[config.mk]
export PLATFORM = sky130hd
export DESIGN_NAME = mscu_capture
export DESIGN_NICKNAME = d
export VERILOG_FILES = /design/src/mscu_pkg.sv /design/src/mscu_capture.sv
export VERILOG_INCLUDE_DIRS = /design/src
export SDC_FILE = /design/constraint.sdc
export NUM_CORES = 1
export LEC_CHECK = 0
export BUFFER_PORTS_ARGS = -buffer_cell sky130_fd_sc_hd__buf_4
export CORE_ASPECT_RATIO = 1.5
export CORE_MARGIN = 4
export CORE_UTILIZATION = 58
export CTS_CLUSTER_SIZE = 14
export DETAILED_ROUTE_END_ITERATION = 10
export HOLD_SLACK_MARGIN = 0.03
export PLACE_DENSITY = 0.87
export SETUP_SLACK_MARGIN = 0.2
export SKIP_CTS_REPAIR_TIMING = 1
export SYNTH_ARGS = -nofsm -noshare
export SYNTH_HDL_FRONTEND = slang
export SYNTH_SLANG_ARGS = --single-unit
export TNS_END_PERCENT = 10
[constraint.sdc]
create_clock -name clock_in -period 4.65 [get_ports clock_in]
set_clock_uncertainty 0.15 [all_clocks]
set_input_delay 0.465 -clock clock_in [delete_from_list [all_inputs] [get_ports clock_in]]
set_output_delay 0.465 -clock clock_in [all_outputs]
set_load 0.05 [all_outputs]
[src/mscu_defs.svh]
// constants for the motor servo capture unit
`ifndef MSCU_DEFS_SVH
`define MSCU_DEFS_SVH
`define MSCU_COUNT_W 16
`define MSCU_FRC_RESET 16'h0000
`define MSCU_TIMER_RESET 16'h0000
`define MSCU_PERIOD_DEFAULT 16'hffff
`endif

[src/mscu_pkg.sv]
// types for the motor servo capture unit
package mscu_pkg;
  typedef struct packed {
    logic drum_freq;
    logic capstan_freq;
    logic drum_phase;
    logic playback_ct;
    logic capstan_div;
  } mscu_pulse_s;
endpackage

[src/mscu_capture.sv]
// motor servo capture unit: free-running and reference timer captures
// ============================================================
// Notes on behaviour
// - drum frequency pulse rising edge copies free running count into drum capture
// - drum capture load also pulses the drum capture interrupt request
// - capstan frequency pulse rising edge copies free running count into capstan capture
// - capstan capture load also pulses the capstan capture interrupt request
// - reference timer counts and clears on matching its period compare value
// - reference signal event loads free running count into reference capture
// - drum phase pulse event loads free running count into phase capture
// - in playback, control track pulse captures reference timer into control track capture
// - in recording, divided capstan pulse loads control track capture instead
`include "mscu_defs.svh"
module mscu_capture
  import mscu_pkg::*;
#(
  parameter int COUNT_W = `MSCU_COUNT_W
)
(
  input wire logic clock_in,
  input wire logic rst_b_in,
  input wire mscu_pulse_s pulse_in,
  input wire logic record_mode_in,
  input wire logic [COUNT_W-1:0] reference_period_compare_in,
  output logic [COUNT_W-1:0] free_running_count_out,
  output logic [COUNT_W-1:0] reference_timer_count_out,
  output logic [COUNT_W-1:0] drum_freq_capture_out,
  output logic [COUNT_W-1:0] capstan_freq_capture_out,
  output logic [COUNT_W-1:0] reference_capture_out,
  output logic [COUNT_W-1:0] phase_capture_out,
  output logic [COUNT_W-1:0] control_track_capture_out,
  output logic reference_signal_out,
  output logic drum_capture_irq_out,
  output logic capstan_capture_irq_out
);
  // ============================================================
  // state
  typedef struct packed {
    mscu_pulse_s pulse_prev;
    logic [COUNT_W-1:0] free_running_count;
    logic [COUNT_W-1:0] tmr;
    logic [COUNT_W-1:0] drum_cap;
    logic [COUNT_W-1:0] capstan_cap;
    logic [COUNT_W-1:0] ref_cap;
    logic [COUNT_W-1:0] phase_cap;
    logic [COUNT_W-1:0] ct_cap;
    logic ref_sig;
    logic drum_irq;
    logic capstan_irq;
  } mscu_state_s;

  mscu_state_s state_reg;
  mscu_state_s state_next;
  mscu_pulse_s rise;
  logic ref_match;
  localparam logic [COUNT_W-1:0] COUNT_ONE = COUNT_W'(1);

  // ============================================================
  // parameter check, refused at elaboration rather than at run time
  if (COUNT_W < 2 || COUNT_W > 32)
  begin : g_count_w_check
    $error("mscu_capture: COUNT_W out of range");
  end

  // ============================================================
  // edge detection, inputs are synchronous so one stage suffices
  // a level held high is one event: the next edge needs a low cycle first
  assign rise = pulse_in & ~state_reg.pulse_prev;
  assign ref_match = (state_reg.tmr == reference_period_compare_in);

  always_comb
  begin
    state_next = state_reg;
    state_next.pulse_prev = pulse_in;
    state_next.free_running_count = state_reg.free_running_count + COUNT_ONE;
    state_next.drum_irq = 1'b0;
    state_next.capstan_irq = 1'b0;
    state_next.ref_sig = ref_match;
    // a compare value below the count is only reached after wrap
    if (ref_match)
      state_next.tmr = '0;
    else
      state_next.tmr = state_reg.tmr + COUNT_ONE;
    if (rise.drum_freq)
    begin
      state_next.drum_cap = state_reg.free_running_count;
      state_next.drum_irq = 1'b1;
    end
    if (rise.capstan_freq)
    begin
      state_next.capstan_cap = state_reg.free_running_count;
      state_next.capstan_irq = 1'b1;
    end
    if (ref_match)
      state_next.ref_cap = state_reg.free_running_count;
    if (rise.drum_phase)
      state_next.phase_cap = state_reg.free_running_count;
    // the mode picks one track source, the other one is ignored
    if (!record_mode_in && rise.playback_ct)
      state_next.ct_cap = state_reg.tmr;
    else if (record_mode_in && rise.capstan_div)
      state_next.ct_cap = state_reg.tmr;
  end

  always_ff @(posedge clock_in)
  begin
    if (!rst_b_in)
    begin
      state_reg <= '0;
      state_reg.free_running_count <= COUNT_W'(`MSCU_FRC_RESET);
      state_reg.tmr <= COUNT_W'(`MSCU_TIMER_RESET);
    end
    else
      state_reg <= state_next;
  end

  // ============================================================
  // outputs straight from flip-flops
  assign free_running_count_out = state_reg.free_running_count;
  assign reference_timer_count_out = state_reg.tmr;
  assign drum_freq_capture_out = state_reg.drum_cap;
  assign capstan_freq_capture_out = state_reg.capstan_cap;
  assign reference_capture_out = state_reg.ref_cap;
  assign phase_capture_out = state_reg.phase_cap;
  assign control_track_capture_out = state_reg.ct_cap;
  assign reference_signal_out = state_reg.ref_sig;
  assign drum_capture_irq_out = state_reg.drum_irq;
  assign capstan_capture_irq_out = state_reg.capstan_irq;

  // ============================================================
  // checks: captured values
  drum_capture_value_a: assert property (@(posedge clock_in) disable iff (!rst_b_in)
    (pulse_in.drum_freq && !$past(pulse_in.drum_freq)) |=> drum_freq_capture_out == $past(free_running_count_out))
    else $error("drum capture value wrong");
  drum_irq_pair_a: assert property (@(posedge clock_in) disable iff (!rst_b_in)
    drum_capture_irq_out |-> drum_freq_capture_out == free_running_count_out - COUNT_ONE)
    else $error("drum irq without capture");
  capstan_capture_value_a: assert property (@(posedge clock_in) disable iff (!rst_b_in)
    (pulse_in.capstan_freq && !$past(pulse_in.capstan_freq))
      |=> capstan_freq_capture_out == $past(free_running_count_out))
    else $error("capstan capture value wrong");
  capstan_irq_pair_a: assert property (@(posedge clock_in) disable iff (!rst_b_in)
    capstan_capture_irq_out |-> capstan_freq_capture_out == free_running_count_out - COUNT_ONE)
    else $error("capstan irq without capture");
  ref_timer_clear_a: assert property (@(posedge clock_in) disable iff (!rst_b_in)
    (reference_timer_count_out == reference_period_compare_in) |=> reference_timer_count_out == '0 && reference_signal_out)
    else $error("reference timer did not clear");
  ref_capture_load_a: assert property (@(posedge clock_in) disable iff (!rst_b_in)
    reference_signal_out |-> reference_capture_out == free_running_count_out - COUNT_ONE)
    else $error("reference capture wrong");
  phase_capture_load_a: assert property (@(posedge clock_in) disable iff (!rst_b_in)
    (pulse_in.drum_phase && !$past(pulse_in.drum_phase)) |=> phase_capture_out == $past(free_running_count_out))
    else $error("phase capture wrong");
  ct_playback_load_a: assert property (@(posedge clock_in) disable iff (!rst_b_in)
    (!record_mode_in && pulse_in.playback_ct && !$past(pulse_in.playback_ct))
      |=> control_track_capture_out == $past(reference_timer_count_out))
    else $error("playback control track capture wrong");
  ct_record_load_a: assert property (@(posedge clock_in) disable iff (!rst_b_in)
    (record_mode_in && pulse_in.capstan_div && !$past(pulse_in.capstan_div))
      |=> control_track_capture_out == $past(reference_timer_count_out))
    else $error("record control track capture wrong");
  drum_hold_a: assert property (@(posedge clock_in) disable iff (!rst_b_in)
    !(pulse_in.drum_freq && !$past(pulse_in.drum_freq)) |=> $stable(drum_freq_capture_out))
    else $error("drum capture changed without edge");

  // ============================================================
  // checks: counters
  // the compare input is sampled on the same edge as the timer, so a
  // compare change takes effect in the very cycle it is applied
  free_count_step_a: assert property (@(posedge clock_in) disable iff (!rst_b_in)
    1'b1 |=> free_running_count_out == $past(free_running_count_out) + COUNT_ONE)
    else $error("free running count skipped");
  ref_timer_step_a: assert property (@(posedge clock_in) disable iff (!rst_b_in)
    (reference_timer_count_out != reference_period_compare_in)
      |=> reference_timer_count_out == $past(reference_timer_count_out) + COUNT_ONE)
    else $error("reference timer did not count");
  ref_signal_only_a: assert property (@(posedge clock_in) disable iff (!rst_b_in)
    (reference_timer_count_out != reference_period_compare_in) |=> !reference_signal_out)
    else $error("reference signal without match");
  ref_signal_pulse_a: assert property (@(posedge clock_in) disable iff (!rst_b_in)
    reference_signal_out |-> reference_timer_count_out == '0)
    else $error("reference signal while timer not cleared");

  // ============================================================
  // checks: interrupt requests
  // each request stands one cycle per captured edge and never otherwise
  drum_irq_edge_a: assert property (@(posedge clock_in) disable iff (!rst_b_in)
    (pulse_in.drum_freq && !$past(pulse_in.drum_freq)) |=> drum_capture_irq_out)
    else $error("drum irq missing");
  drum_irq_only_a: assert property (@(posedge clock_in) disable iff (!rst_b_in)
    !(pulse_in.drum_freq && !$past(pulse_in.drum_freq)) |=> !drum_capture_irq_out)
    else $error("drum irq without edge");
  capstan_irq_edge_a: assert property (@(posedge clock_in) disable iff (!rst_b_in)
    (pulse_in.capstan_freq && !$past(pulse_in.capstan_freq)) |=> capstan_capture_irq_out)
    else $error("capstan irq missing");
  capstan_irq_only_a: assert property (@(posedge clock_in) disable iff (!rst_b_in)
    !(pulse_in.capstan_freq && !$past(pulse_in.capstan_freq)) |=> !capstan_capture_irq_out)
    else $error("capstan irq without edge");

  // ============================================================
  // checks: captures hold between events
  capstan_hold_a: assert property (@(posedge clock_in) disable iff (!rst_b_in)
    !(pulse_in.capstan_freq && !$past(pulse_in.capstan_freq)) |=> $stable(capstan_freq_capture_out))
    else $error("capstan capture changed without edge");
  phase_hold_a: assert property (@(posedge clock_in) disable iff (!rst_b_in)
    !(pulse_in.drum_phase && !$past(pulse_in.drum_phase)) |=> $stable(phase_capture_out))
    else $error("phase capture changed without edge");
  ref_hold_a: assert property (@(posedge clock_in) disable iff (!rst_b_in)
    (reference_timer_count_out != reference_period_compare_in) |=> $stable(reference_capture_out))
    else $error("reference capture changed without event");
  ct_hold_a: assert property (@(posedge clock_in) disable iff (!rst_b_in)
    !(!record_mode_in && pulse_in.playback_ct && !$past(pulse_in.playback_ct))
      && !(record_mode_in && pulse_in.capstan_div && !$past(pulse_in.capstan_div))
      |=> $stable(control_track_capture_out))
    else $error("control track capture changed without event");

  // ============================================================
  // covers for the main scenarios
  drum_irq_c: cover property (@(posedge clock_in) disable iff (!rst_b_in) drum_capture_irq_out);
  capstan_irq_c: cover property (@(posedge clock_in) disable iff (!rst_b_in) capstan_capture_irq_out);
  ref_event_c: cover property (@(posedge clock_in) disable iff (!rst_b_in) reference_signal_out);
  playback_ct_c: cover property (@(posedge clock_in) disable iff (!rst_b_in) !record_mode_in && rise.playback_ct);
  record_ct_c: cover property (@(posedge clock_in) disable iff (!rst_b_in) record_mode_in && rise.capstan_div);
endmodule

## Yosys cells after proc, flatten, opt, wreduce, memory -nomap -nowiden

Cells that the tools add are included.

- Register bits after elaboration: 120
- Input port bits: 24
- Output and inout bits: 115
- Logic and storage cells: 30

- Add/sub/neg operators: 2
- Equal/unequal tests: 1
- Multiplexer cells: 4
- Bitwise logic cells: 3
- Reduce and logical (&&, ||, !) cells: 5

Operators with widths:

| kind | count |
|---|---|
| 16-bit by 1-bit adder with 16-bit output (second input constant) | 2 |
| 16-bit 2-to-1 mux | 2 |
| 16-bit == test | 1 |
| 5-bit bitwise AND | 1 |
| 5-bit inverter | 1 |
| 1-bit logical AND | 2 |
| 1-bit 2-to-1 mux | 2 |
| 2-bit nonzero test | 1 |
| 2-bit OR reduction | 1 |
| 1-bit logical NOT | 1 |
| 1-bit inverter | 1 |

## Longest topological paths before layout

- Depth after elaboration: 5
- Gate-level depth with buffers: 7
- Mapped depth without buffers: 5

## Worst setup path before layout

OpenSTA, ideal clock, no wires.

- Path type: in2reg
- Start: input reference_period_compare_in[14]
- End: register state_reg, in the netlist reference_capture_out[11]
- Setup time: 72 ps
- Data arrival time: 1,563 ps
- Data required time: 4,428 ps
- Path slack: 2,865 ps
- Stages on the path: 6
- Buffers on the path: 2
- Cell sequence: xnor2_1 > nand4_2 > nor4_2 > buf_6 > buf_12 > mux2i_1

- Longest elaborated chain between the ends: 1

RTL lines:

| item | RTL line | source |
|---|---|---|
| start: declaration | mscu_capture.sv:24 | `input wire logic [COUNT_W-1:0] reference_period_compare_in,` |
| 16-bit == test | mscu_capture.sv:69 | `assign ref_match = (state_reg.tmr == reference_period_compare_in);` |
| end signal: assignment | mscu_capture.sv:114 | `state_reg <= state_next;` |
| end: declaration | mscu_capture.sv:52 | `mscu_state_s state_reg;` |

Every way passes these cells.
A chain may end at the register's enable or synchronous reset.

## Worst setup path after layout

- Start: register state_reg, in the netlist reference_timer_count_out[7]
- End: register state_reg, in the netlist reference_timer_count_out[5]

- Longest elaborated chain between the ends: 2

RTL lines:

| item | RTL line |
|---|---|
| 16-bit == test | mscu_capture.sv:69 |
| 2-bit OR reduction (no source line) | - |

Every way passes these cells.

==> flow_metrics.py <==
metrics = {
    "final_layout": {
        "final_cells": 782,
        "diodes": 0,
        "syn_to_final_growth_pct": 12.49,
        "drive_above_1_share_pct": 26.54,
        "post-route-util_pct": 66.83,
        "layout_commonest_cell": "buf_4",
        "nets": 681,
        "final_cell_mix": "buf_4 (140), nand2_1 (136), dfxtp_1 (120)",
        "nFillCells": 745,
    },
    "setup_path": {
        "cp_data_arrival_time_ns": 2.31,
        "regToRegSetupSlack_ns": 2.44,
        "critPathCaptureType": "flip-flop",
        "rr_worst_depth": 4,
        "crit_type": "flip-flop to flip-flop",
        "crit_fanout": 16,
        "worstReg2RegStart": "reference_timer_count_out[7]$_SDFF_PP0_",
        "critPathLaunchType": "flip-flop",
        "r2r_end": "reference_timer_count_out[5]$_SDFF_PP0_",
        "cp_data_required_time_ns": 4.75,
    },
    "yosys": {
        "synth_enable_flop_cells": 0,
        "synth.avg_cell_area_um2": 8.852,
        "synthCells": 654,
        "synth_nets": 680,
        "syn_area_um2": 5789,
        "synth-seq-cells": 120,
        "synth_flop_cell": "dfxtp_1",
        "async_flop_share_pct": 0,
        "yosysSeqAreaShare_pct": 41.50,
        "ys_warn_count": 0,
        "synth_cell_types": 39,
    },
    "drt": {
        "first_iter_violations": 145,
        "firstDrtPassIters": 5,
        "drt-total-wl_mm": 13.05,
        "antenna_left": 0,
        "wire_per_inst_um": 16.69,
        "drcViolationCount": 0,
        "routed-via-count": 4131,
        "avgViaCountPerCell": 5.283,
    },
    "worst_hold_path": {
        "min_path_cells": 2,
        "hold_start": "pulse_in[1]",
        "hold_end": "state_reg[116]$_SDFF_PN0_",
        "hp-class": "input port to flip-flop",
    },
    "clock_network": {
        "clk_pin_slew_ns": 0.05,
        "numCtsBuffers": 17,
        "clockBufferDepth": 2,
        "htree_levels": 4,
        "clk_latency_ns": 0.41,
        "cts_tree": "built",
        "cts-root-buf": "clkbuf_16",
        "clkSinkCount": 120,
    },
    "flow_run": {
        "max_cap_viol_count": 0,
    },
    "sta": {
        "worstMarginPinSlew_ns": 1.101,
        "layout_min_cycle_time_ns": 2.207,
        "finalHoldViolCount": 0,
        "setup_viol": 0,
        "rsz0062_at_grt": "false",
        "period_share_pct": 47.45,
        "max_slew_margin_pct": 26.42,
        "fmax_ghz": 0.4532,
        "final-max-slew-violation-count": 0,
        "final.setup.worst_slack_ns": 2.443,
        "setup-tns-final_ns": 0,
    },
    "floorplan": {
        "core_um2": 9744,
        "die_y_um": 130.4,
        "die_x_um": 89.58,
        "dieArea_um2": 11680,
        "ios": 139,
        "num_rows": 44,
        "start_util_pct": 59.41,
    },
    "pwr": {
        "power_density_nw_per_um2": 386.3,
        "power_leakage_uw": 0.002616,
        "max-vdd-ir-drop_mv": 0.3058,
    },
    "place": {
        "place_congestion": 0.7743,
        "io_buffers": 138,
        "numPlacedInstances": 751,
        "post-dp-hpwl_mm": 9.086,
        "place_ws_ns": 2.310,
    },
    "global_route": {
        "antenna_found_initial": 0,
        "grt.total_usage_pct": 23.14,
        "grt_pass1_wl_mm": 20.43,
        "grt_pass1_vias": 4206,
        "grt_overflow": 0,
        "grt_start_max_net_pins": 63,
    },
    "outcome": {
        "status": "finished, final reports clean",
    },
}
[metrics by stage]
stage	area (µm²)	total power (µW)	hold slack (ns)
2_1_floorplan	5789	1191	0.2559
3_3_place_gp	5917	1224	0.2678
3_5_place_dp	5917	1228	0.2787
4_1_cts	6513	2535	0.1108
5_1_grt	6513	2592	0.1274
6_report	6513	2516	0.1269
[critical path: stages, from the launching register on]
cell and delay [ns]:
dfxtp_1 0.51, xnor2_2 0.16, nand4_1 0.25, o41ai_4 0.85
nor2_1 0.13
[per-layer routing]
layer	track usage, %	vias up	routed length (µm)
met5	0	-	0
met4	9.728	0	304
met3	7.012	27	763
met2	42.84	157	7082
met1	23.21	1955	4901
li1	-	1992	-
[power breakdown]
part	internal, µW	leakage [µW]	switching (µW)
sequential	1040	0.000970	17.6
clock	851	0.000281	460
combinational	54.9	0.00137	92.1
total	1950	0.00262	569
[final cells by class]
class	count	area (µm²)	area share (%)
Clock buffer	19	442.9	6.801
Clock inverter	12	152.6	2.344
Inverter	3	11.26	0.1729
Multi-Input combinational cell	373	2308	35.45
Sequential cell	120	2402	36.89
Tap cell	115	143.9	2.209
Timing Repair Buffer	140	1051	16.14
[worst max-delay path by stage]
| stage | start | to | slack, ns | depth (start not counted) |
|---|---|---|---|---|
| 4_1_cts | reference_timer_count_out[0]$_SDFF_PP0_ | reference_timer_count_out[5]$_SDFF_PP0_ | 2.42 | 4 |
| 3_3_place_gp | reference_period_compare_in[0] | reference_timer_count_out[7]$_SDFF_PP0_ | 2.45 | 5 |
| 2_1_floorplan | reference_period_compare_in[14] | reference_capture_out[11]$_SDFFE_PN0N_ | 2.87 | 6 |
| 3_5_place_dp | reference_period_compare_in[0] | reference_timer_count_out[12]$_SDFF_PP0_ | 2.31 | 5 |
| 6_report | reference_timer_count_out[7]$_SDFF_PP0_ | reference_timer_count_out[5]$_SDFF_PP0_ | 2.44 | 4 |
| 5_1_grt | reference_timer_count_out[7]$_SDFF_PP0_ | reference_timer_count_out[5]$_SDFF_PP0_ | 2.25 | 4 |
[cells by family after synthesis]
kind of cell             after synthesis  synth area share (%)
multiplexers                          32                 5.533
AO/OA/AOI/OAI                         56                 7.413
buffers and inverters                161                 18.78
flip-flops                           120                 41.50
adder cells (fa/ha/maj)                2                0.4322
AND/OR/NAND/NOR                      242                 19.88
XOR/XNOR                              41                 6.462
[cell usage after synthesis, types with 2 or more instances]
library cell | number | area share, %
and4_1 | 2 | 0.30
nor2_1 | 14 | 0.91
buf_2 | 9 | 0.78
xnor2_2 | 2 | 0.56
or3_1 | 2 | 0.22
inv_1 | 3 | 0.19
ha_1 | 2 | 0.43
nor3_1 | 3 | 0.26
buf_4 | 113 | 15
o21ai_0 | 2 | 0.17
clkbuf_1 | 29 | 1.9
nor2b_1 | 22 | 2.4
nand4_1 | 14 | 1.5
xnor2_1 | 26 | 3.9
nor4_1 | 3 | 0.32
dfxtp_1 | 120 | 41
a21boi_0 | 48 | 6.2
buf_6 | 4 | 0.78
nand2_1 | 136 | 8.8
nand3_1 | 9 | 0.78
a21oi_1 | 3 | 0.26
and2_1 | 23 | 2.5
nand2b_1 | 5 | 0.54
xor2_1 | 13 | 2.0
and3_1 | 2 | 0.22
mux2i_1 | 32 | 5.5
Note: power is estimated with default switching activity, not from simulation.
